### config.mk
export PLATFORM = sky130hd
export DESIGN_NAME = adc_sequencer_registers
export DESIGN_NICKNAME = d
export VERILOG_FILES = /design/src/common/adc_seq_pkg.sv /design/src/rtl/adc_sequencer_registers.sv /design/src/rtl/adc_clk_div.sv
export VERILOG_INCLUDE_DIRS = /design/src /design/src/common
export SDC_FILE = /design/constraint.sdc
export NUM_CORES = 1
export LEC_CHECK = 0
export BUFFER_PORTS_ARGS = -buffer_cell sky130_fd_sc_hd__buf_2
export CAP_MARGIN = 20
export CORE_MARGIN = 5
export CORE_UTILIZATION = 49
export DETAILED_ROUTE_END_ITERATION = 6
export GPL_ROUTABILITY_DRIVEN = 0
export GPL_TIMING_DRIVEN = 1
export PLACE_DENSITY = 0.77
export SYNTH_ARGS = -nofsm -noshare
export SYNTH_HDL_FRONTEND = slang
export SYNTH_SLANG_ARGS = --single-unit
### constraint.sdc
create_clock -name clk -period 2.7 [get_ports clk]
set_input_delay 0.27 -clock clk [delete_from_list [all_inputs] [get_ports clk]]
set_output_delay 0.27 -clock clk [all_outputs]
set_load 0.05 [all_outputs]
### src/common/adc_seq_defines.svh
// Register offsets, field positions, reset values and timing counts
//
// Functional notes
// - Control write aborts and restarts unless channel off; only aborts with hardware trigger
// - Completion flag sets on done, gated by compare
// - Flag clears on control write or low read
// - Interrupt when flag sets with enable high
// - Continuous bit picks single or repeated conversion
// - Five-bit channel select, references and reserved code
// - All-ones channel turns converter off, no conversion
// - Single mode idles in low power after completion
// - Active bit set on start, cleared on end
// - Trigger select picks software write or hardware input
// - Compare enable bit gates compare function
// - Compare less-than, or greater-equal when bit set
// - High result upper bits read zero in 8-bit
// - Results load unless compare enabled and false
// - 10-bit high read blocks loads until low read
// - No read interlock in 8-bit mode
// - 10-bit compares both bytes, 8-bit low only
// - Divide field selects 1, 2, 4 or 8
// - Mode field 00 eight-bit, 10 ten-bit
// - Clock field 00 bus, 01 bus halved
// - Long sample bit stretches sampling phase
// - Disabled in reset, bus clock selected after reset
// - Results rounded to width, 8-bit in low only
`ifndef ADC_SEQ_DEFINES_SVH
`define ADC_SEQ_DEFINES_SVH

`define OFS_CONV_CTRL    12'h000
`define OFS_CMP_TRIG     12'h004
`define OFS_RESULT_HIGH  12'h008
`define OFS_RESULT_LOW   12'h00c
`define OFS_CMP_HIGH     12'h010
`define OFS_CMP_LOW      12'h014
`define OFS_CONFIG       12'h018
`define OFS_ANALOG_IN    12'h01c

`define BIT_COMPLETE     7
`define BIT_IRQ_EN       6
`define BIT_CONTINUOUS   5
`define BIT_ACTIVE       7
`define BIT_TRIG_SEL     6
`define BIT_CMP_EN       5
`define BIT_CMP_GE       4
`define BIT_LONG_SAMPLE  4
`define CHAN_OFF         5'h1f
`define CHAN_RESERVED    5'h1c
`define MODE_8BIT        2'h0
`define MODE_10BIT       2'h2

`define RST_CONV_CTRL    8'h1f
`define RST_BYTE         8'h00

`define SAMPLE_SHORT     5'h03
`define SAMPLE_LONG      5'h17
`define CONV_BITS        5'h0a

`endif

### src/common/adc_seq_pkg.sv
// Types shared by the converter sequencer
`default_nettype none
package adc_seq_pkg;
  typedef enum logic [1:0] {
    ST_IDLE   = 2'b00,
    ST_SAMPLE = 2'b01,
    ST_CONV   = 2'b10
  } seq_state_t;
endpackage
`default_nettype wire

### src/rtl/adc_sequencer_registers.sv
// Converter sequencer: APB registers, trigger, compare and result interlock
//
// Added by the designer: the register offsets and the APB register port.
`include "adc_seq_defines.svh"
`default_nettype none
module adc_sequencer_registers
(
  input  wire logic        clk,
  input  wire logic        reset_n,
  input  wire logic        psel,
  input  wire logic        penable,
  input  wire logic        pwrite,
  input  wire logic [11:0] paddr,
  input  wire logic [31:0] pwdata,
  output var  logic [31:0] prdata,
  output var  logic        pready,
  output var  logic        pslverr,
  input  wire logic        hardwareTriggerIn,
  input  wire logic [9:0]  analogResult,
  output var  logic        completionIrq,
  output var  logic        converterEnable,
  output var  logic        sampleActive,
  output var  logic [4:0]  channelSelect,
  output var  logic        lowPowerConfig
);
  // ----------------------------------------------------------------
  // Bus decode
  // ----------------------------------------------------------------
  // Side effects act once per transfer, on the first access-phase edge,
  // so a completion between the two edges is never cleared unseen
  wire access  = psel && penable && !pready;
  wire wrStb   = access && pwrite;
  wire rdStb   = access && !pwrite;
  wire hitCtrl = (paddr == `OFS_CONV_CTRL);
  wire hitTrig = (paddr == `OFS_CMP_TRIG);
  wire hitRh   = (paddr == `OFS_RESULT_HIGH);
  wire hitRl   = (paddr == `OFS_RESULT_LOW);
  wire hitCvh  = (paddr == `OFS_CMP_HIGH);
  wire hitCvl  = (paddr == `OFS_CMP_LOW);
  wire hitCfg  = (paddr == `OFS_CONFIG);
  wire hitAin  = (paddr == `OFS_ANALOG_IN);
  wire mapped  = hitCtrl || hitTrig || hitRh || hitRl || hitCvh
              || hitCvl || hitCfg || hitAin;
  wire wrCtrl  = wrStb && hitCtrl;
  wire wrTrig  = wrStb && hitTrig;
  wire rdRh    = rdStb && hitRh;
  wire rdRl    = rdStb && hitRl;

  // ----------------------------------------------------------------
  // Registers
  // ----------------------------------------------------------------
  logic       complete_r;
  logic       irqEn_r;
  logic       contEn_r;
  logic [4:0] chan_r;
  logic       trigSel_r;
  logic       cmpEn_r;
  logic       cmpGe_r;
  logic [1:0] cvHigh_r;
  logic [7:0] cvLow_r;
  logic [7:0] cfg_r;
  logic [1:0] resHigh_r;
  logic [7:0] resLow_r;
  logic       locked_r;
  logic       trigPrev_r;
  adc_seq_pkg::seq_state_t state_r;
  adc_seq_pkg::seq_state_t state_nxt;
  logic [4:0] phaseCnt_r;
  logic [4:0] phaseCnt_nxt;

  wire [1:0] modeSel  = cfg_r[3:2];
  wire       tenBit   = (modeSel == `MODE_10BIT);
  wire [1:0] divSel   = cfg_r[6:5];
  wire [1:0] clkSel   = cfg_r[1:0];
  wire       longSamp = cfg_r[`BIT_LONG_SAMPLE];
  wire       chanOff  = (chan_r == `CHAN_OFF);
  wire       wrOff    = (pwdata[4:0] == `CHAN_OFF);

  // ----------------------------------------------------------------
  // Start sources
  // ----------------------------------------------------------------
  wire hwEdge   = hardwareTriggerIn && !trigPrev_r;
  // Software start follows the control write; hardware needs the edge
  wire swStart  = wrCtrl && !wrOff && !trigSel_r;
  wire hwStart  = trigSel_r && hwEdge && !chanOff
               && !wrCtrl;
  wire running  = (state_r != adc_seq_pkg::ST_IDLE);
  wire tick;
  wire endConv;

  adc_clk_div u_div
  (
    .clk     (clk),
    .reset_n (reset_n),
    .run     (running),
    .srcSel  (clkSel),
    .divSel  (divSel),
    .tick    (tick)
  );

  // ----------------------------------------------------------------
  // Rounding and compare
  // ----------------------------------------------------------------
  wire [10:0] rounded10 = {1'b0, analogResult};
  wire [8:0]  round8Sum = {1'b0, analogResult[9:2]}
                        + {8'h00, analogResult[1]};
  // Rounding saturates so full scale never wraps to zero
  wire [7:0]  rounded8  = round8Sum[8] ? 8'hff : round8Sum[7:0];
  wire [9:0]  result    = tenBit ? rounded10[9:0]
                                 : {2'b00, rounded8};
  wire [9:0]  cmpValue  = tenBit ? {cvHigh_r, cvLow_r}
                                 : {2'b00, cvLow_r};
  wire        isLess    = (result < cmpValue);
  wire        cmpTrue   = cmpGe_r ? !isLess : isLess;
  wire        accept    = !cmpEn_r || cmpTrue;
  // Interlock only exists in 10-bit mode
  wire        blocked   = tenBit && locked_r;
  wire        loadRes   = endConv && accept && !blocked;
  wire        setFlag   = endConv && accept;

  // ----------------------------------------------------------------
  // Conversion sequencer
  // ----------------------------------------------------------------
  assign endConv = (state_r == adc_seq_pkg::ST_CONV) && tick
                && (phaseCnt_r == 5'h0) && !wrCtrl;

  always_comb
  begin
    state_nxt    = state_r;
    phaseCnt_nxt = phaseCnt_r;
    if (wrCtrl)
    begin
      // Any control write aborts the conversion in flight
      state_nxt    = swStart ? adc_seq_pkg::ST_SAMPLE
                             : adc_seq_pkg::ST_IDLE;
      phaseCnt_nxt = longSamp ? `SAMPLE_LONG : `SAMPLE_SHORT;
    end
    else if (chanOff)
    begin
      state_nxt    = adc_seq_pkg::ST_IDLE;
      phaseCnt_nxt = 5'h0;
    end
    else
    begin
      case (state_r)
        adc_seq_pkg::ST_IDLE:
        begin
          if (hwStart)
          begin
            state_nxt    = adc_seq_pkg::ST_SAMPLE;
            phaseCnt_nxt = longSamp ? `SAMPLE_LONG : `SAMPLE_SHORT;
          end
        end
        adc_seq_pkg::ST_SAMPLE:
        begin
          if (tick)
          begin
            if (phaseCnt_r == 5'h0)
            begin
              state_nxt    = adc_seq_pkg::ST_CONV;
              phaseCnt_nxt = `CONV_BITS;
            end
            else
            begin
              phaseCnt_nxt = phaseCnt_r - 5'h1;
            end
          end
        end
        adc_seq_pkg::ST_CONV:
        begin
          if (tick)
          begin
            if (phaseCnt_r == 5'h0)
            begin
              // Single mode drops back to idle, the low-power state
              state_nxt    = contEn_r ? adc_seq_pkg::ST_SAMPLE
                                      : adc_seq_pkg::ST_IDLE;
              phaseCnt_nxt = longSamp ? `SAMPLE_LONG : `SAMPLE_SHORT;
            end
            else
            begin
              phaseCnt_nxt = phaseCnt_r - 5'h1;
            end
          end
        end
        default:
        begin
          state_nxt    = adc_seq_pkg::ST_IDLE;
          phaseCnt_nxt = 5'h0;
        end
      endcase
    end
  end

  always_ff @(posedge clk or negedge reset_n)
  begin
    if (!reset_n)
    begin
      state_r    <= adc_seq_pkg::ST_IDLE;
      phaseCnt_r <= 5'h0;
      trigPrev_r <= 1'b0;
    end
    else
    begin
      state_r    <= state_nxt;
      phaseCnt_r <= phaseCnt_nxt;
      trigPrev_r <= hardwareTriggerIn;
    end
  end

  // ----------------------------------------------------------------
  // Control and configuration registers
  // ----------------------------------------------------------------
  always_ff @(posedge clk or negedge reset_n)
  begin
    if (!reset_n)
    begin
      irqEn_r   <= 1'b0;
      contEn_r  <= 1'b0;
      chan_r    <= 5'(`RST_CONV_CTRL);
      trigSel_r <= 1'b0;
      cmpEn_r   <= 1'b0;
      cmpGe_r   <= 1'b0;
      cvHigh_r  <= 2'h0;
      cvLow_r   <= `RST_BYTE;
      cfg_r     <= `RST_BYTE;
    end
    else
    begin
      if (wrCtrl)
      begin
        irqEn_r  <= pwdata[`BIT_IRQ_EN];
        contEn_r <= pwdata[`BIT_CONTINUOUS];
        chan_r   <= pwdata[4:0];
      end
      if (wrTrig)
      begin
        // Low four bits are reserved; software keeps them zero
        trigSel_r <= pwdata[`BIT_TRIG_SEL];
        cmpEn_r   <= pwdata[`BIT_CMP_EN];
        cmpGe_r   <= pwdata[`BIT_CMP_GE];
      end
      if (wrStb && hitCvh)
        cvHigh_r <= pwdata[1:0];
      if (wrStb && hitCvl)
        cvLow_r <= pwdata[7:0];
      if (wrStb && hitCfg)
        cfg_r <= pwdata[7:0];
    end
  end

  // ----------------------------------------------------------------
  // Flag, results and interlock
  // ----------------------------------------------------------------
  always_ff @(posedge clk or negedge reset_n)
  begin
    if (!reset_n)
    begin
      complete_r <= 1'b0;
      resHigh_r  <= 2'h0;
      resLow_r   <= `RST_BYTE;
      locked_r   <= 1'b0;
    end
    else
    begin
      // Completion wins over a low-result read in the same cycle
      if (setFlag)
        complete_r <= 1'b1;
      else if (wrCtrl || rdRl)
        complete_r <= 1'b0;
      if (loadRes)
      begin
        resHigh_r <= result[9:8];
        resLow_r  <= result[7:0];
      end
      if (rdRl || !tenBit)
        locked_r <= 1'b0;
      else if (rdRh)
        locked_r <= 1'b1;
    end
  end

  // ----------------------------------------------------------------
  // Read data and outputs
  // ----------------------------------------------------------------
  wire [7:0] ctrlRd = {complete_r, irqEn_r, contEn_r, chan_r};
  wire [7:0] trigRd = {running, trigSel_r, cmpEn_r, cmpGe_r, 4'h0};
  wire [7:0] rhRd   = tenBit ? {6'h00, resHigh_r} : 8'h00;
  wire [7:0] rdByte = hitCtrl ? ctrlRd
                    : hitTrig ? trigRd
                    : hitRh   ? rhRd
                    : hitRl   ? resLow_r
                    : hitCvh  ? {6'h00, cvHigh_r}
                    : hitCvl  ? cvLow_r
                    : hitCfg  ? cfg_r
                    : {6'h00, modeSel};
  wire       irqNxt = complete_r && irqEn_r;

  always_ff @(posedge clk or negedge reset_n)
  begin
    if (!reset_n)
    begin
      prdata          <= 32'h0000_0000;
      pready          <= 1'b0;
      pslverr         <= 1'b0;
      completionIrq   <= 1'b0;
      converterEnable <= 1'b0;
      sampleActive    <= 1'b0;
      channelSelect   <= `CHAN_OFF;
      lowPowerConfig  <= 1'b0;
    end
    else
    begin
      // One wait state: answer in the cycle after the access phase opens
      pready  <= psel && penable && !pready;
      pslverr <= psel && penable && !pready && !mapped;
      prdata  <= (rdStb && !pready && mapped) ? {24'h0, rdByte}
                                              : 32'h0000_0000;
      completionIrq   <= irqNxt;
      converterEnable <= running && !chanOff;
      sampleActive    <= (state_nxt == adc_seq_pkg::ST_SAMPLE);
      channelSelect   <= chan_r;
      lowPowerConfig  <= cfg_r[7];
    end
  end
endmodule
`default_nettype wire

### src/rtl/adc_clk_div.sv
// Conversion clock enable generator: source select then power-of-two divide
`default_nettype none
module adc_clk_div
(
  input  wire logic       clk,
  input  wire logic       reset_n,
  input  wire logic       run,
  input  wire logic [1:0] srcSel,
  input  wire logic [1:0] divSel,
  output var  logic       tick
);
  logic [3:0] cnt_r;
  logic [3:0] limit;

  // Halved bus source doubles the count; divide field shifts it
  assign limit = (srcSel == 2'h1) ? (4'h2 << divSel) - 4'h1
                                  : (4'h1 << divSel) - 4'h1;

  always_ff @(posedge clk or negedge reset_n)
  begin
    if (!reset_n)
    begin
      cnt_r <= 4'h0;
      tick  <= 1'b0;
    end
    else if (!run || cnt_r >= limit)
    begin
      cnt_r <= 4'h0;
      tick  <= run;
    end
    else
    begin
      cnt_r <= cnt_r + 4'h1;
      tick  <= 1'b0;
    end
  end
endmodule
`default_nettype wire

# ---- Word-level counts from Yosys, hierarchy flattened
# Index checks and enable logic that the tools add are counted.
dict set report op_classes {
  n_eq_ne 17
  muxes 39
  n_reduce_logical 59
  order_cmp 2
  shifts 2
  n_addsub 5
}
# op count
set op_table {}
lappend op_table {{$mux W8} 9}
lappend op_table {{$eq A12 B5 Y1 const B} 4}
lappend op_table {{$mux W5} 8}
lappend op_table {{$logic_and A1 B1 Y1} 28}
lappend op_table {{$eq A12 B4 Y1 const B} 2}
lappend op_table {{$mux W10} 2}
lappend op_table {{$mux W2} 8}
lappend op_table {{$pmux W5 S3} 1}
lappend op_table {{$logic_not A1 Y1} 13}
lappend op_table {{$eq A12 B3 Y1 const B} 1}
lappend op_table {{$logic_not A12 Y1} 1}
lappend op_table {{$logic_or A1 B1 Y1} 11}
lappend op_table {{$eq A5 B5 Y1 const B} 2}
lappend op_table {{$lt A10 B10 Y1} 1}
lappend op_table {{$add A8 B1 Y9} 1}
lappend op_table {{$mux W1} 8}
lappend op_table {{$mux W4} 2}
lappend op_table {{$ne A4 B3 Y1 const B} 2}
lappend op_table {{$sub A4 B1 Y4 const B} 2}
lappend op_table {{$eq A2 B1 Y1 const B} 3}
lappend op_table {{$pmux W2 S3} 1}
lappend op_table {{$reduce_bool A2 Y1} 3}
lappend op_table {{$logic_not A5 Y1} 1}
lappend op_table {{$sub A5 B1 Y5 const B} 1}
lappend op_table {{8 further kinds} 9}
dict set report totals {
  elab_cells 150
  input_bits 60
  ff_bits 72
}

# ---- Logic depth before layout (Yosys ltp)
# Gate-level depths: netlist of the first run.
dict set report logic_depth {
  depth_word 11
  ltp_mapped 13
  ltp_nobuf 13
}

# ---- Cells and area by module
# Synthesis of the first run repeated with hierarchy kept, for this count alone.
dict set report unflattened {
  cells_unflattened 434
  hier_area_um2 4185.3
}
# mod cells_per_inst area_per_inst_um2 n_inst
set modules_own_cells {}
lappend modules_own_cells {adc_sequencer_registers 397 3813.7 1}
lappend modules_own_cells {adc_clk_div 37 371.6 1}

# ---- Worst setup path after synthesis of the first run
# No wires, ideal clock.
dict set report synth_path {
  kind {input port to flip-flop}
  from {input analogResult[1]}
  to {register resHigh_r[0]}
  arrival_ps 2931
  n_path_buf 0
  slack_ps -355
  cell_stages 12
  setup_time_ps 125
  path_cell_list {ha_1 > ha_1 > nand3_1 > o21ai_0 > o22a_1 > ha_1 > a211oi_1 > o21ai_0 > a221oi_1 > nand3_1 > a31oi_4 > mux2_2}
}
dict set report synth_between {
  elab_chain_len 9
}
# element line_no
set synth_lines {}
lappend synth_lines {{start, declared} adc_sequencer_registers.sv:19} ;# input wire logic [9:0] analogResult,
lappend synth_lines {{$add A8 B1 Y9 *} adc_sequencer_registers.sv:106} ;# + {8'h00, analogResult[1]};
lappend synth_lines {{$mux W8 *} adc_sequencer_registers.sv:108} ;# wire [7:0] rounded8 = round8Sum[8] ? 8'hff : round8Sum[7:0];
lappend synth_lines {{$mux W10 *} adc_sequencer_registers.sv:109} ;# wire [9:0] result = tenBit ? rounded10[9:0]
lappend synth_lines {{via result[3]} adc_sequencer_registers.sv:109}
lappend synth_lines {{$lt A10 B10 Y1 *} adc_sequencer_registers.sv:113} ;# wire isLess = (result < cmpValue);
lappend synth_lines {{$logic_not A1 Y1} adc_sequencer_registers.sv:114} ;# wire cmpTrue = cmpGe_r ? !isLess : isLess;
lappend synth_lines {{$mux W1 *} adc_sequencer_registers.sv:114}
lappend synth_lines {{$logic_or A1 B1 Y1 *} adc_sequencer_registers.sv:115} ;# wire accept = !cmpEn_r || cmpTrue;
lappend synth_lines {{$logic_and A1 B1 Y1 * (2 in a row)} adc_sequencer_registers.sv:118} ;# wire loadRes = endConv && accept && !blocked;
lappend synth_lines {{end signal, assigned} adc_sequencer_registers.sv:273} ;# resHigh_r <= result[9:8];
lappend synth_lines {{end, declared} adc_sequencer_registers.sv:62} ;# logic [1:0] resHigh_r;
# The timed path passes the listed nets; every way through them passes the cells marked *.
# A chain may end at the register's enable or synchronous reset.

# ---- Final worst setup path of the first run
dict set report layout_path {
  from {register cfg_r[2]}
  to {register resLow_r[6]}
}
dict set report layout_between {
  elab_chain_len 8
}
# element line_no
set layout_lines {}
lappend layout_lines {{start, declared} adc_sequencer_registers.sv:61} ;# logic [7:0] cfg_r;
lappend layout_lines {{start signal, assigned} adc_sequencer_registers.sv:226} ;# cfg_r <= `RST_BYTE;
lappend layout_lines {{start signal, assigned} adc_sequencer_registers.sv:248} ;# cfg_r <= pwdata[7:0];
lappend layout_lines {{$eq A2 B2 Y1 (no line) *} -}
lappend layout_lines {{$mux W10 (on tied branches)} {adc_sequencer_registers.sv:109, adc_sequencer_registers.sv:111}}
lappend layout_lines {{$lt A10 B10 Y1} adc_sequencer_registers.sv:113}
lappend layout_lines {{$logic_not A1 Y1} adc_sequencer_registers.sv:114}
lappend layout_lines {{$mux W1} adc_sequencer_registers.sv:114}
lappend layout_lines {{$logic_or A1 B1 Y1} adc_sequencer_registers.sv:115}
lappend layout_lines {{$logic_and A1 B1 Y1 (2 in a row)} adc_sequencer_registers.sv:118}
lappend layout_lines {{end signal, assigned} adc_sequencer_registers.sv:261} ;# resLow_r <= `RST_BYTE;
lappend layout_lines {{end signal, assigned} adc_sequencer_registers.sv:274} ;# resLow_r <= result[7:0];
lappend layout_lines {{end, declared} adc_sequencer_registers.sv:63} ;# logic [7:0] resLow_r;
# Mark *: on every way between the ends. The rest lies on a longest branch, timed or not.

==> impl_metrics.csv, run 1 <==
group,metric,value,unit
status,status,"complete, but fails checks",
status,violations,"negative hold slack, negative setup slack",
global_routing,use_met3,3.07,%
floorplanning,core,0.00826,mm²
routing,routed_via_density,5.63,
worst_setup_path,cp-start-kind,"register",
clock_tree,htreeDepth,3,
placed_design,dp.cells,601,
global_routing,busiest_layer,"met2",
flow_run,maxCapViolations,0,
timing,slew_headroom,46.9,%
synth,asyncSetResetFlopFracSynth,100,%
placed_design,place_ws,-0.479,ns
synth,synth_warnings,0,
timing,setup_viol,10,
layout,layout-drive-gt1-share,35.9,%
timing,max_freq,358,MHz
synth,synth_area_leaders,"dfrtp_1 (37%), mux2_2 (8.4%), dfstp_2 (6.3%)",
pwr,power.density,432,mW/mm²
clock_tree,path_clk_slew,0.08,ns
floorplanning,ios,103,
floorplanning,die_w,102,µm
routing,ant_nets,0,
layout,diodes,0,
timing,finalWorstSetupSlack,-0.0927,ns
global_routing,track_usage,21.8,%
floorplanning,start_util,50.6,%
routing,drc,0,
timing,maxSlewViolCount,0,
timing,tightest_slew,0.796,ns
worst_setup_path,crit_type,"register to register",
timing,finalHoldViolations,1,
synth,synth_top_area_share,37.1,%
timing,whs,-0.00132,ns
routing,routed_wirelength,10900,µm
synth,yosysSeqAreaShare,43.4,%
synth,yosys.area.top_type,"dfrtp_1",
layout,layout.cells.non_filler,621,
synth,synth-seq-cells,72,
layout,area_growth,23.8,%
worst_setup_path,worstSetupEndpointType,"register",
synth,synth_cell_types,58,
worst_setup_path,worstRegToRegCells,11,
worst_setup_path,worst_path_max_delay_cell,"dfrtp_1",
synth,synth_cells,425,
worst_setup_path,cp_cell_sequence,"and2b_4 > buf_6 > nand2_1 > ha_4 > nand4_1 > a211oi_2 > a41oi_2 > a21o_1 > a31oi_4 > buf_6 > mux2_4",
floorplanning,die_h,102,µm
layout,nets,591,
worst_setup_path,worst-path-max-fanout,5,
synth,netlist_area,0.00418,mm²
layout,utilization,62.7,%
clock_tree,root_buffer,"clkbuf_8",
routing,drtPass1Iterations,4,
floorplanning,row_count,33,
placed_design,hpwl,7920,µm
synth,ys.flop_type,"dfrtp_1",
timing,fin_worst_skew,0.00910,ns
routing,wl_per_cell,17.5,µm
global_routing,antenna_found_initial,0,
clock_tree,clock_sinks,72,
timing,period_minus_slack,2.79,ns
clock_tree,clk_latency,0.35,ns
worst_setup_path,cp_common_cell,"buf_6",
global_routing,grt_util_met1,27.9,%
global_routing,grtUsageMet2,37.2,%
global_routing,grt_pass1_wl,17600,µm
global_routing,gr-total-overflow,0,
global_routing,first_global_vias,3487,
timing,finalCritPeriodShare,103,%
pwr,leakage,0.00243,µW
clock_tree,cts_tree,"built",
timing,rsz0062_at_grt,"yes",
worst_setup_path,worstPathRequired,2.94,ns
global_routing,grt_max_degree,39,
synth,synth_edf_count,0,
placed_design,numPortBuffers,54,
routing,first_iter_violations,195,
routing,vias,3496,
clock_tree,numCtsBuffers,9,
clock_tree,clk_path_buf_depth,2,
hold_path,hp-class,"input port to asynchronous set/reset pin",
floorplanning,design.die.area,0.0105,mm²
pwr,ir_drop,0.221,mV
synth,postSynthAreaPerCell,9.83,µm²
worst_setup_path,worstPathArrival,3.03,ns
timing,tns,-0.780,ns
worst_setup_path,cpPeakStageDelay,0.43,ns
[state kept, by name, summed over array words and instances (netlist names), 2 cells and up]
| name | flops |
|---|---|
| resHigh_r | 2 |
| resLow_r | 8 |
| phaseCnt_r | 5 |
| channelSelect | 5 |
| cvLow_r | 8 |
| cvHigh_r | 2 |
| u_div.cnt_r | 4 |
| cfg_r | 8 |
| chan_r | 5 |
| prdata | 8 |
| state_r | 2 |
[cells in the mapped netlist (3+ instances only)]
| cell | count |
|---|---|
| dfrtp_1 | 62 |
| nand2_1 | 52 |
| mux2_2 | 31 |
| nor2_1 | 28 |
| buf_4 | 24 |
| ha_1 | 20 |
| inv_1 | 19 |
| a21oi_1 | 14 |
| nand3_1 | 14 |
| nor3_1 | 12 |
| o21ai_0 | 12 |
| nand2b_1 | 11 |
| dfstp_2 | 10 |
| clkbuf_1 | 9 |
| a221oi_1 | 7 |
| and2_1 | 7 |
| a211oi_1 | 5 |
| and3_1 | 5 |
| o22a_1 | 5 |
| xor2_1 | 5 |
| a21o_1 | 4 |
| mux2i_1 | 4 |
| nand4_1 | 4 |
| nor2b_1 | 4 |
| o211ai_1 | 4 |
| xnor2_1 | 4 |
| a22o_1 | 3 |
| buf_2 | 3 |
| nand3b_1 | 3 |
| nor3b_1 | 3 |
[path summary, 6_finish.rpt]
path	from	to	slack (ns)
worst max-delay path	cfg_r[2]$_DFFE_PN0P_	resLow_r[6]$_DFFE_PN0P_	-0.09
worst min-delay path	reset_n	resLow_r[2]$_DFFE_PN0P_	-0.001
worst max register to register	cfg_r[2]$_DFFE_PN0P_	resLow_r[6]$_DFFE_PN0P_	-0.09
worst min register to register	chan_r[4]$_DFFE_PN1P_	channelSelect[4]$_DFF_PN1_	0.39
max in group asynchronous	reset_n	chan_r[4]$_DFFE_PN1P_	1.97
min in group clk	hardwareTriggerIn	trigPrev_r$_DFF_PN0_	0.05
[cell usage in the layout (no fill, tap or decap), drive strengths merged, types with 12 or more instances in the layout]
master and count:
buf 91, dfrtp 62, nand2 53, mux2 31, nor2 29, conb 24
inv 20, ha 20, a21oi 14, nand3 14, nor3 13, o21ai 12
[through the flow]
step | total power (µW) | hold slack, ns | cell area (µm²)
after detailed placement | 1390 | 0.376 | 4760
after global routing | 2320 | 0.0407 | 5170
after global placement | 1380 | 0.375 | 4760
final | 2240 | -0.00132 | 5170
after floorplan | 1300 | -0.0256 | 4330
after CTS | 2230 | 0.0178 | 5130
[worst max-delay path: cells and delay by family (launching register included)]
family,cells,cell delay [ns]
compound gates,4,0.76
simple gates,3,0.59
flops,1,0.43
mux,1,0.31
fa+ha+maj,1,0.30
buf+inv,2,0.29
[area by class of cell]
type | count | area (µm²)
fill | 656 | 3080
multi-input combinational | 318 | 2380
sequential | 72 | 1810
timing repair buffer | 91 | 583
tap | 105 | 131
clock buffer | 9 | 124
clock inverter | 7 | 71.3
inverter | 19 | 71.3
[layer usage]
layer	vias to the layer above	share of wire, %
li1	1636	-
met4	0	2.8
met1	1712	42
met2	125	50
met3	23	5.8
met5	-	0
[power by group]
| group | leakage (µW) | switching (µW) | internal (µW) |
|---|---|---|---|
| clock network | 0.0000916 | 418 | 426 |
| registers | 0.000926 | 9.31 | 1090 |
| logic | 0.00141 | 193 | 97.8 |
[logic make-up after synthesis]
logic type	Yosys count	share of synthesized area, %
other cells	1	0.0897
xor+xnor	9	1.89
fa+ha+maj	20	5.99
mux	35	9.31
simple gates	156	18.8
compound gates	74	12.8
flops	72	43.4
buf+inv	58	7.69
[repair_timing]
item | CTS | global route
pin swaps | 14 | 8
hold buffers | 0 | 0
cloned | 1 | 0
endpoints found under the setup margin | 10 | 15
gates resized for setup | 22 | 16
buffers inserted | 3 | 2
No activity file was read; power rests on OpenSTA's default activity.
==> run 2, diff against run 1 <==
==> constraint.sdc (replaced) <==
create_clock -name clk -period 2.7 [get_ports clk]
set_input_delay 0.405 -clock clk [delete_from_list [all_inputs] [get_ports clk]]
set_output_delay 0.405 -clock clk [all_outputs]
set_load 0.05 [all_outputs]
==> run 2 against run 1 <==
Effect of this change:
- the run ends with negative setup slack left
- clock power increased by 22%
- combinational power decreased by 4%
- first-iteration DRC count grew 2.1%
- worst hold slack better by 0.14 ns
- non-clock buffer count shrank 4
- utilization fell by 0.98 points
- die area did not move
- register-to-register slack worse by 0.09 ns
- wire length down 4.6%
- sequential power barely moved
- worst setup slack got worse by 0.088 ns
==> impl_metrics.csv, run 2 (synthesized netlist as in run 1, its figures left out) <==
group,metric,value,unit
layout,diodes,0,
layout,design_area,0.00509,mm²
pwr,leakage,0.00242,µW
clock_tree,htreeDepth,3,
timing,whs,0.139,ns
clock_tree,numCtsBuffers,9,
timing,period_minus_slack,2.88,ns
layout,nets,587,
timing,finalCritPeriodShare,107,%
pwr,ir_drop,0.261,mV
clock_tree,cts_tree,"built",
floorplanning,row_count,33,
routing,routed_via_density,5.63,
pwr,power_frac_seq,45.7,%
floorplanning,die_h,102,µm
worst_setup_path,crit_type,"register to register",
layout,final_common_cell,"dfrtp_1",
placed_design,numPortBuffers,54,
pwr,internal_power,1800,µW
worst_setup_path,worstRegToRegCells,11,
routing,drtPass1Iterations,4,
global_routing,antenna_found_initial,0,
pwr,p_sw_share,25.3,%
routing,routed_wirelength,10400,µm
worst_setup_path,worstPathArrival,3.11,ns
worst_setup_path,worstSetupEndpointType,"register",
placed_design,place_area,0.00476,mm²
timing,slew_headroom,47.5,%
clock_tree,hold_buffers,0,
timing,setup_viol,10,
floorplanning,core,0.00826,mm²
timing,tightest_slew,0.788,ns
global_routing,grt_max_degree,39,
pwr,totalPowerFinal,2410,µW
pwr,combPwrFrac,11.6,%
pwr,power.density,473,mW/mm²
floorplanning,die_w,102,µm
routing,ant_nets,0,
layout,area_growth,21.9,%
placed_design,place_ws,-0.622,ns
timing,rsz0062_at_grt,"yes",
layout,mostFrequentLayoutCells,"dfrtp_1 (62), nand2_1 (52), buf_2 (52), buf_4 (31), nor2_1 (28)",
global_routing,gr-total-overflow,0,
pwr,pwr-share-clk,42.7,%
floorplanning,ios,103,
clock_tree,root_buffer,"clkbuf_8",
layout,layout-drive-gt1-share,32.8,%
global_routing,track_usage,21.1,%
timing,fin_worst_skew,0.0123,ns
routing,drc,0,
floorplanning,start_util,50.6,%
timing,finalWorstSetupSlack,-0.180,ns
global_routing,grt_pass1_wl,17200,µm
routing,first_iter_violations,199,
routing,wl_per_cell,16.8,µm
clock_tree,clk_latency,0.35,ns
clock_tree,clock_sinks,72,
worst_setup_path,worst-path-max-fanout,10,
clock_tree,path_clk_slew,0.08,ns
worst_setup_path,worstPathRequired,2.93,ns
flow_run,maxCapViolations,0,
floorplanning,design.die.area,0.0105,mm²
status,status,"complete, but fails checks",
routing,vias,3475,
placed_design,hpwl,8110,µm
clock_tree,clk_path_buf_depth,2,
pwr,p_switching,609,µW
timing,finalHoldViolations,0,
worst_setup_path,cp-start-kind,"register",
status,violations,"negative setup slack",
hold_path,hp-class,"input port to asynchronous set/reset pin",
timing,maxSlewViolCount,0,
timing,max_freq,347,MHz
global_routing,first_global_vias,3580,
[run 2: repair_timing]
action,in CTS,in global routing
pin swaps,3,3
buffers inserted,0,0
setup endpoints to repair,10,15
gates resized for setup,9,8
[run 2: worst max-delay path, cell delays in order (launching register included)]
cell and delay (ns):
dfrtp_1 0.44, and2b_2 0.27, buf_4 0.15, and2_1 0.18
ha_1 0.32, nand4_1 0.17, nor2_1 0.17, a41oi_2 0.16
a21o_1 0.23, a31oi_4 0.20, buf_12 0.17, mux2_4 0.31
[run 2: cell type report]
cell class | count | area [µm²]
clock buffers | 9 | 124
clock inverters | 7 | 119
fillers | 664 | 3170
inverters | 19 | 71.3
multi-input cells | 318 | 2270
flip-flops and latches | 72 | 1810
well taps | 105 | 131
repair buffers | 87 | 559
[run 2: path summary, 6_finish.rpt]
kind / from / slack, ns / to
worst max-delay path: cfg_r[3]$_DFFE_PN0P_ / -0.18 / resHigh_r[0]$_DFFE_PN0P_
worst min-delay path: reset_n / 0.14 / prdata[3]$_DFF_PN0_
worst min register to register: chan_r[2]$_DFFE_PN1P_ / 0.39 / channelSelect[2]$_DFF_PN1_
min in group clk: hardwareTriggerIn / 0.19 / trigPrev_r$_DFF_PN0_
max in group asynchronous: reset_n / 1.83 / chan_r[4]$_DFFE_PN1P_
worst max register to register: cfg_r[3]$_DFFE_PN0P_ / -0.18 / resHigh_r[0]$_DFFE_PN0P_
[run 2: through the flow]
step,setup TNS (ns),cells,utilization (%)
final,-1.50,617,61.7
after global routing,-2.55,617,61.7
after CTS,-1.14,617,61.1
after detailed placement,-6.28,601,57.6
after global placement,-5.01,601,57.6
after floorplan,-3.31,448,-
[run 2: metal layers]
layer	wire length, µm	GRT usage (%)	up-vias	part of all wire (%)
met3	621	3.41	22	6.0
met4	243	8.38	0	2.3
met1	4460	27.6	1712	43
met2	5070	35.0	124	49
li1	-	-	1617	-
met5	0	0	-	0
[run 2: power groups by stage]
stage	clock network [µW]	logic (µW)	registers, µW
2_1_floorplan	0	180	1120
3_3_place_gp	0	259	1120
3_5_place_dp	0	266	1120
4_1_cts	1040	273	1100
5_1_grt	1080	304	1100
6_report	1030	280	1100
==> run 3, diff against run 2 <==
CORE_ASPECT_RATIO = 0.9   (was not set)
RECOVER_POWER = 100   (was not set)
SLEW_MARGIN = 20   (was not set)
==> run 3 against run 2 <==
Effect of this change:
- the run ends with max-capacitance violations, max-slew violations, negative setup slack left
- clock skew fell by 0.00053 ns
- clock power fell by 24%
- sequential power barely moved
- worst hold slack better by 0.066 ns
- critical path type is now input port to register
- largest cell class unchanged
==> impl_metrics.csv, run 3 (synthesized netlist as in run 1, its figures left out) <==
group,metric,value,unit
global_routing,grt_max_degree,33,
global_routing,grt_pass1_wl,17100,µm
timing,setup_viol,11,
timing,tightest_slew,1.71,ns
pwr,power.density,431,mW/mm²
timing,fin_worst_skew,0.0118,ns
global_routing,use_met3,5.05,%
clock_tree,clk_path_buf_depth,2,
hold_path,hold_path_end,"trigPrev_r$_DFF_PN0_",
clock_tree,cts_tree,"built",
floorplanning,core,0.00845,mm²
status,violations,"max-capacitance violations, max-slew violations, negative setup slack",
floorplanning,die_w,107,µm
worst_setup_path,cpPeakStageDelay,0.33,ns
global_routing,grt_util_met1,29.0,%
layout,n_fill_cell,700,
routing,ant_nets,0,
timing,max_freq,348,MHz
layout,mostFrequentLayoutCells,"dfrtp_1 (62), nand2_1 (52), buf_4 (35), buf_2 (31), nor2_1 (28)",
layout,area_growth,19.3,%
timing,slew_headroom,-14.1,%
worst_setup_path,worstSetupEndpointType,"register",
clock_tree,htreeDepth,3,
status,status,"complete, but fails checks",
routing,routed_via_density,5.54,
worst_setup_path,worstPathArrival,3.11,ns
floorplanning,ios,103,
layout,nets,594,
worst_setup_path,worst-path-max-fanout,10,
global_routing,gr-total-overflow,0,
floorplanning,start_util,49.5,%
worst_setup_path,worstPathRequired,2.94,ns
worst_setup_path,worst_path_max_delay_cell,"ha_1",
routing,wl_per_cell,16.6,µm
placed_design,numPortBuffers,54,
layout,diodes,0,
clock_tree,path_clk_slew,0.08,ns
layout,design_area,0.00499,mm²
routing,routed_wirelength,10600,µm
clock_tree,hold_buffers,0,
routing,vias,3533,
worst_setup_path,r2r_end,"resLow_r[7]$_DFFE_PN0P_",
layout,utilization,59.0,%
timing,period_minus_slack,2.88,ns
clock_tree,root_buffer,"clkbuf_8",
global_routing,track_usage,20.6,%
timing,finalCritPeriodShare,107,%
clock_tree,numCtsBuffers,9,
hold_path,hold_depth,1,
layout,final_common_cell,"dfrtp_1",
hold_path,min_from,"hardwareTriggerIn",
worst_setup_path,cp-start-kind,"input port",
pwr,leakage,0.00233,µW
global_routing,first_global_vias,3403,
global_routing,grtUsageMet2,31.1,%
worst_setup_path,r2r-start,"cfg_r[3]$_DFFE_PN0P_",
routing,first_iter_violations,248,
worst_setup_path,r2r_setup_slack,-0.15,ns
worst_setup_path,worstRegToRegCells,11,
floorplanning,design.die.area,0.0105,mm²
floorplanning,die_h,97.6,µm
layout,layout-drive-gt1-share,26.4,%
worst_setup_path,cp_common_cell,"o21ai_1",
floorplanning,row_count,32,
pwr,ir_drop,0.277,mV
timing,maxSlewViolCount,33,
clock_tree,clk_latency,0.35,ns
timing,whs,0.204,ns
timing,finalHoldViolations,0,
placed_design,place_area,0.00479,mm²
clock_tree,clock_sinks,72,
worst_setup_path,crit_type,"input port to register",
global_routing,busiest_layer,"met2",
timing,finalWorstSetupSlack,-0.176,ns
hold_path,hp-class,"input port to register",
worst_setup_path,cp_cell_sequence,"buf_8 > ha_4 > ha_4 > and2_4 > nand3b_1 > o21ai_1 > o21ai_1 > ha_1 > a211oi_2 > o21ai_1 > a221oi_2 > nand3_2 > a31oi_4 > buf_12 > mux2_4",
routing,drtPass1Iterations,6,
routing,drc,0,
global_routing,antenna_found_initial,0,
timing,rsz0062_at_grt,"yes",
placed_design,hpwl,8160,µm
flow_run,maxCapViolations,1,
-- run 3: layer usage --
layer	part of all wire [%]	vias up
met3	9.3	21
met2	46	187
met5	0	-
li1	-	1631
met4	2.4	0
met1	43	1694
-- run 3: how the worst max path moves through the flow --
| stage | start | endpoint | slack, ns | cells after the start |
|---|---|---|---|---|
| finish | analogResult[2] | resLow_r[7]$_DFFE_PN0P_ | -0.18 | 15 |
| global route | analogResult[1] | resHigh_r[0]$_DFFE_PN0P_ | -0.27 | 15 |
| CTS | analogResult[2] | resLow_r[4]$_DFFE_PN0P_ | -0.15 | 15 |
| detailed placement | analogResult[2] | resLow_r[7]$_DFFE_PN0P_ | -0.60 | 15 |
| global placement | analogResult[1] | resLow_r[3]$_DFFE_PN0P_ | -0.48 | 15 |
| floorplan | analogResult[1] | resHigh_r[0]$_DFFE_PN0P_ | -0.35 | 13 |
-- run 3: cell type report --
type | count | area, µm² | area share, %
multi-input cells | 318 | 2210 | 44.3
flip-flops and latches | 72 | 1810 | 36.4
repair buffers | 94 | 564 | 11.3
well taps | 119 | 149 | 2.99
clock buffers | 10 | 138 | 2.76
inverters | 19 | 71.3 | 1.43
clock inverters | 6 | 41.3 | 0.828
-- run 3: stage by stage --
step / setup TNS, ns / setup WS [ns] / instances / total power (µW)
floorplan: -3.31 / -0.347 / 448 / 1300
global placement: -4.91 / -0.481 / 619 / 1380
detailed placement: -6.15 / -0.604 / 619 / 1390
CTS: -1.37 / -0.152 / 636 / 2160
global route: -2.67 / -0.273 / 638 / 2250
finish: -1.70 / -0.176 / 638 / 2150
-- run 3: timing repair --
item	CTS	global route
buffers inserted	1	2
gates resized for setup	8	3
pin swaps	4	4
setup endpoints to repair	11	11
-- run 3: where the power goes --
part / internal (µW) / total, µW / switching (µW)
combinational: 87.0 / 272 / 185
clock: 362 / 778 / 417
sequential: 1090 / 1100 / 8.89
total: 1540 / 2150 / 611
-- run 3: worst max-delay path: cells and delay by family --
| family | cells | cell delay, ns |
|---|---|---|
| AO/OA/AOI/OAI | 6 | 1.04 |
| adder cells (fa/ha/maj) | 3 | 0.65 |
| AND/OR/NAND/NOR | 3 | 0.45 |
| multiplexers | 1 | 0.30 |
| buffers and inverters | 2 | 0.26 |
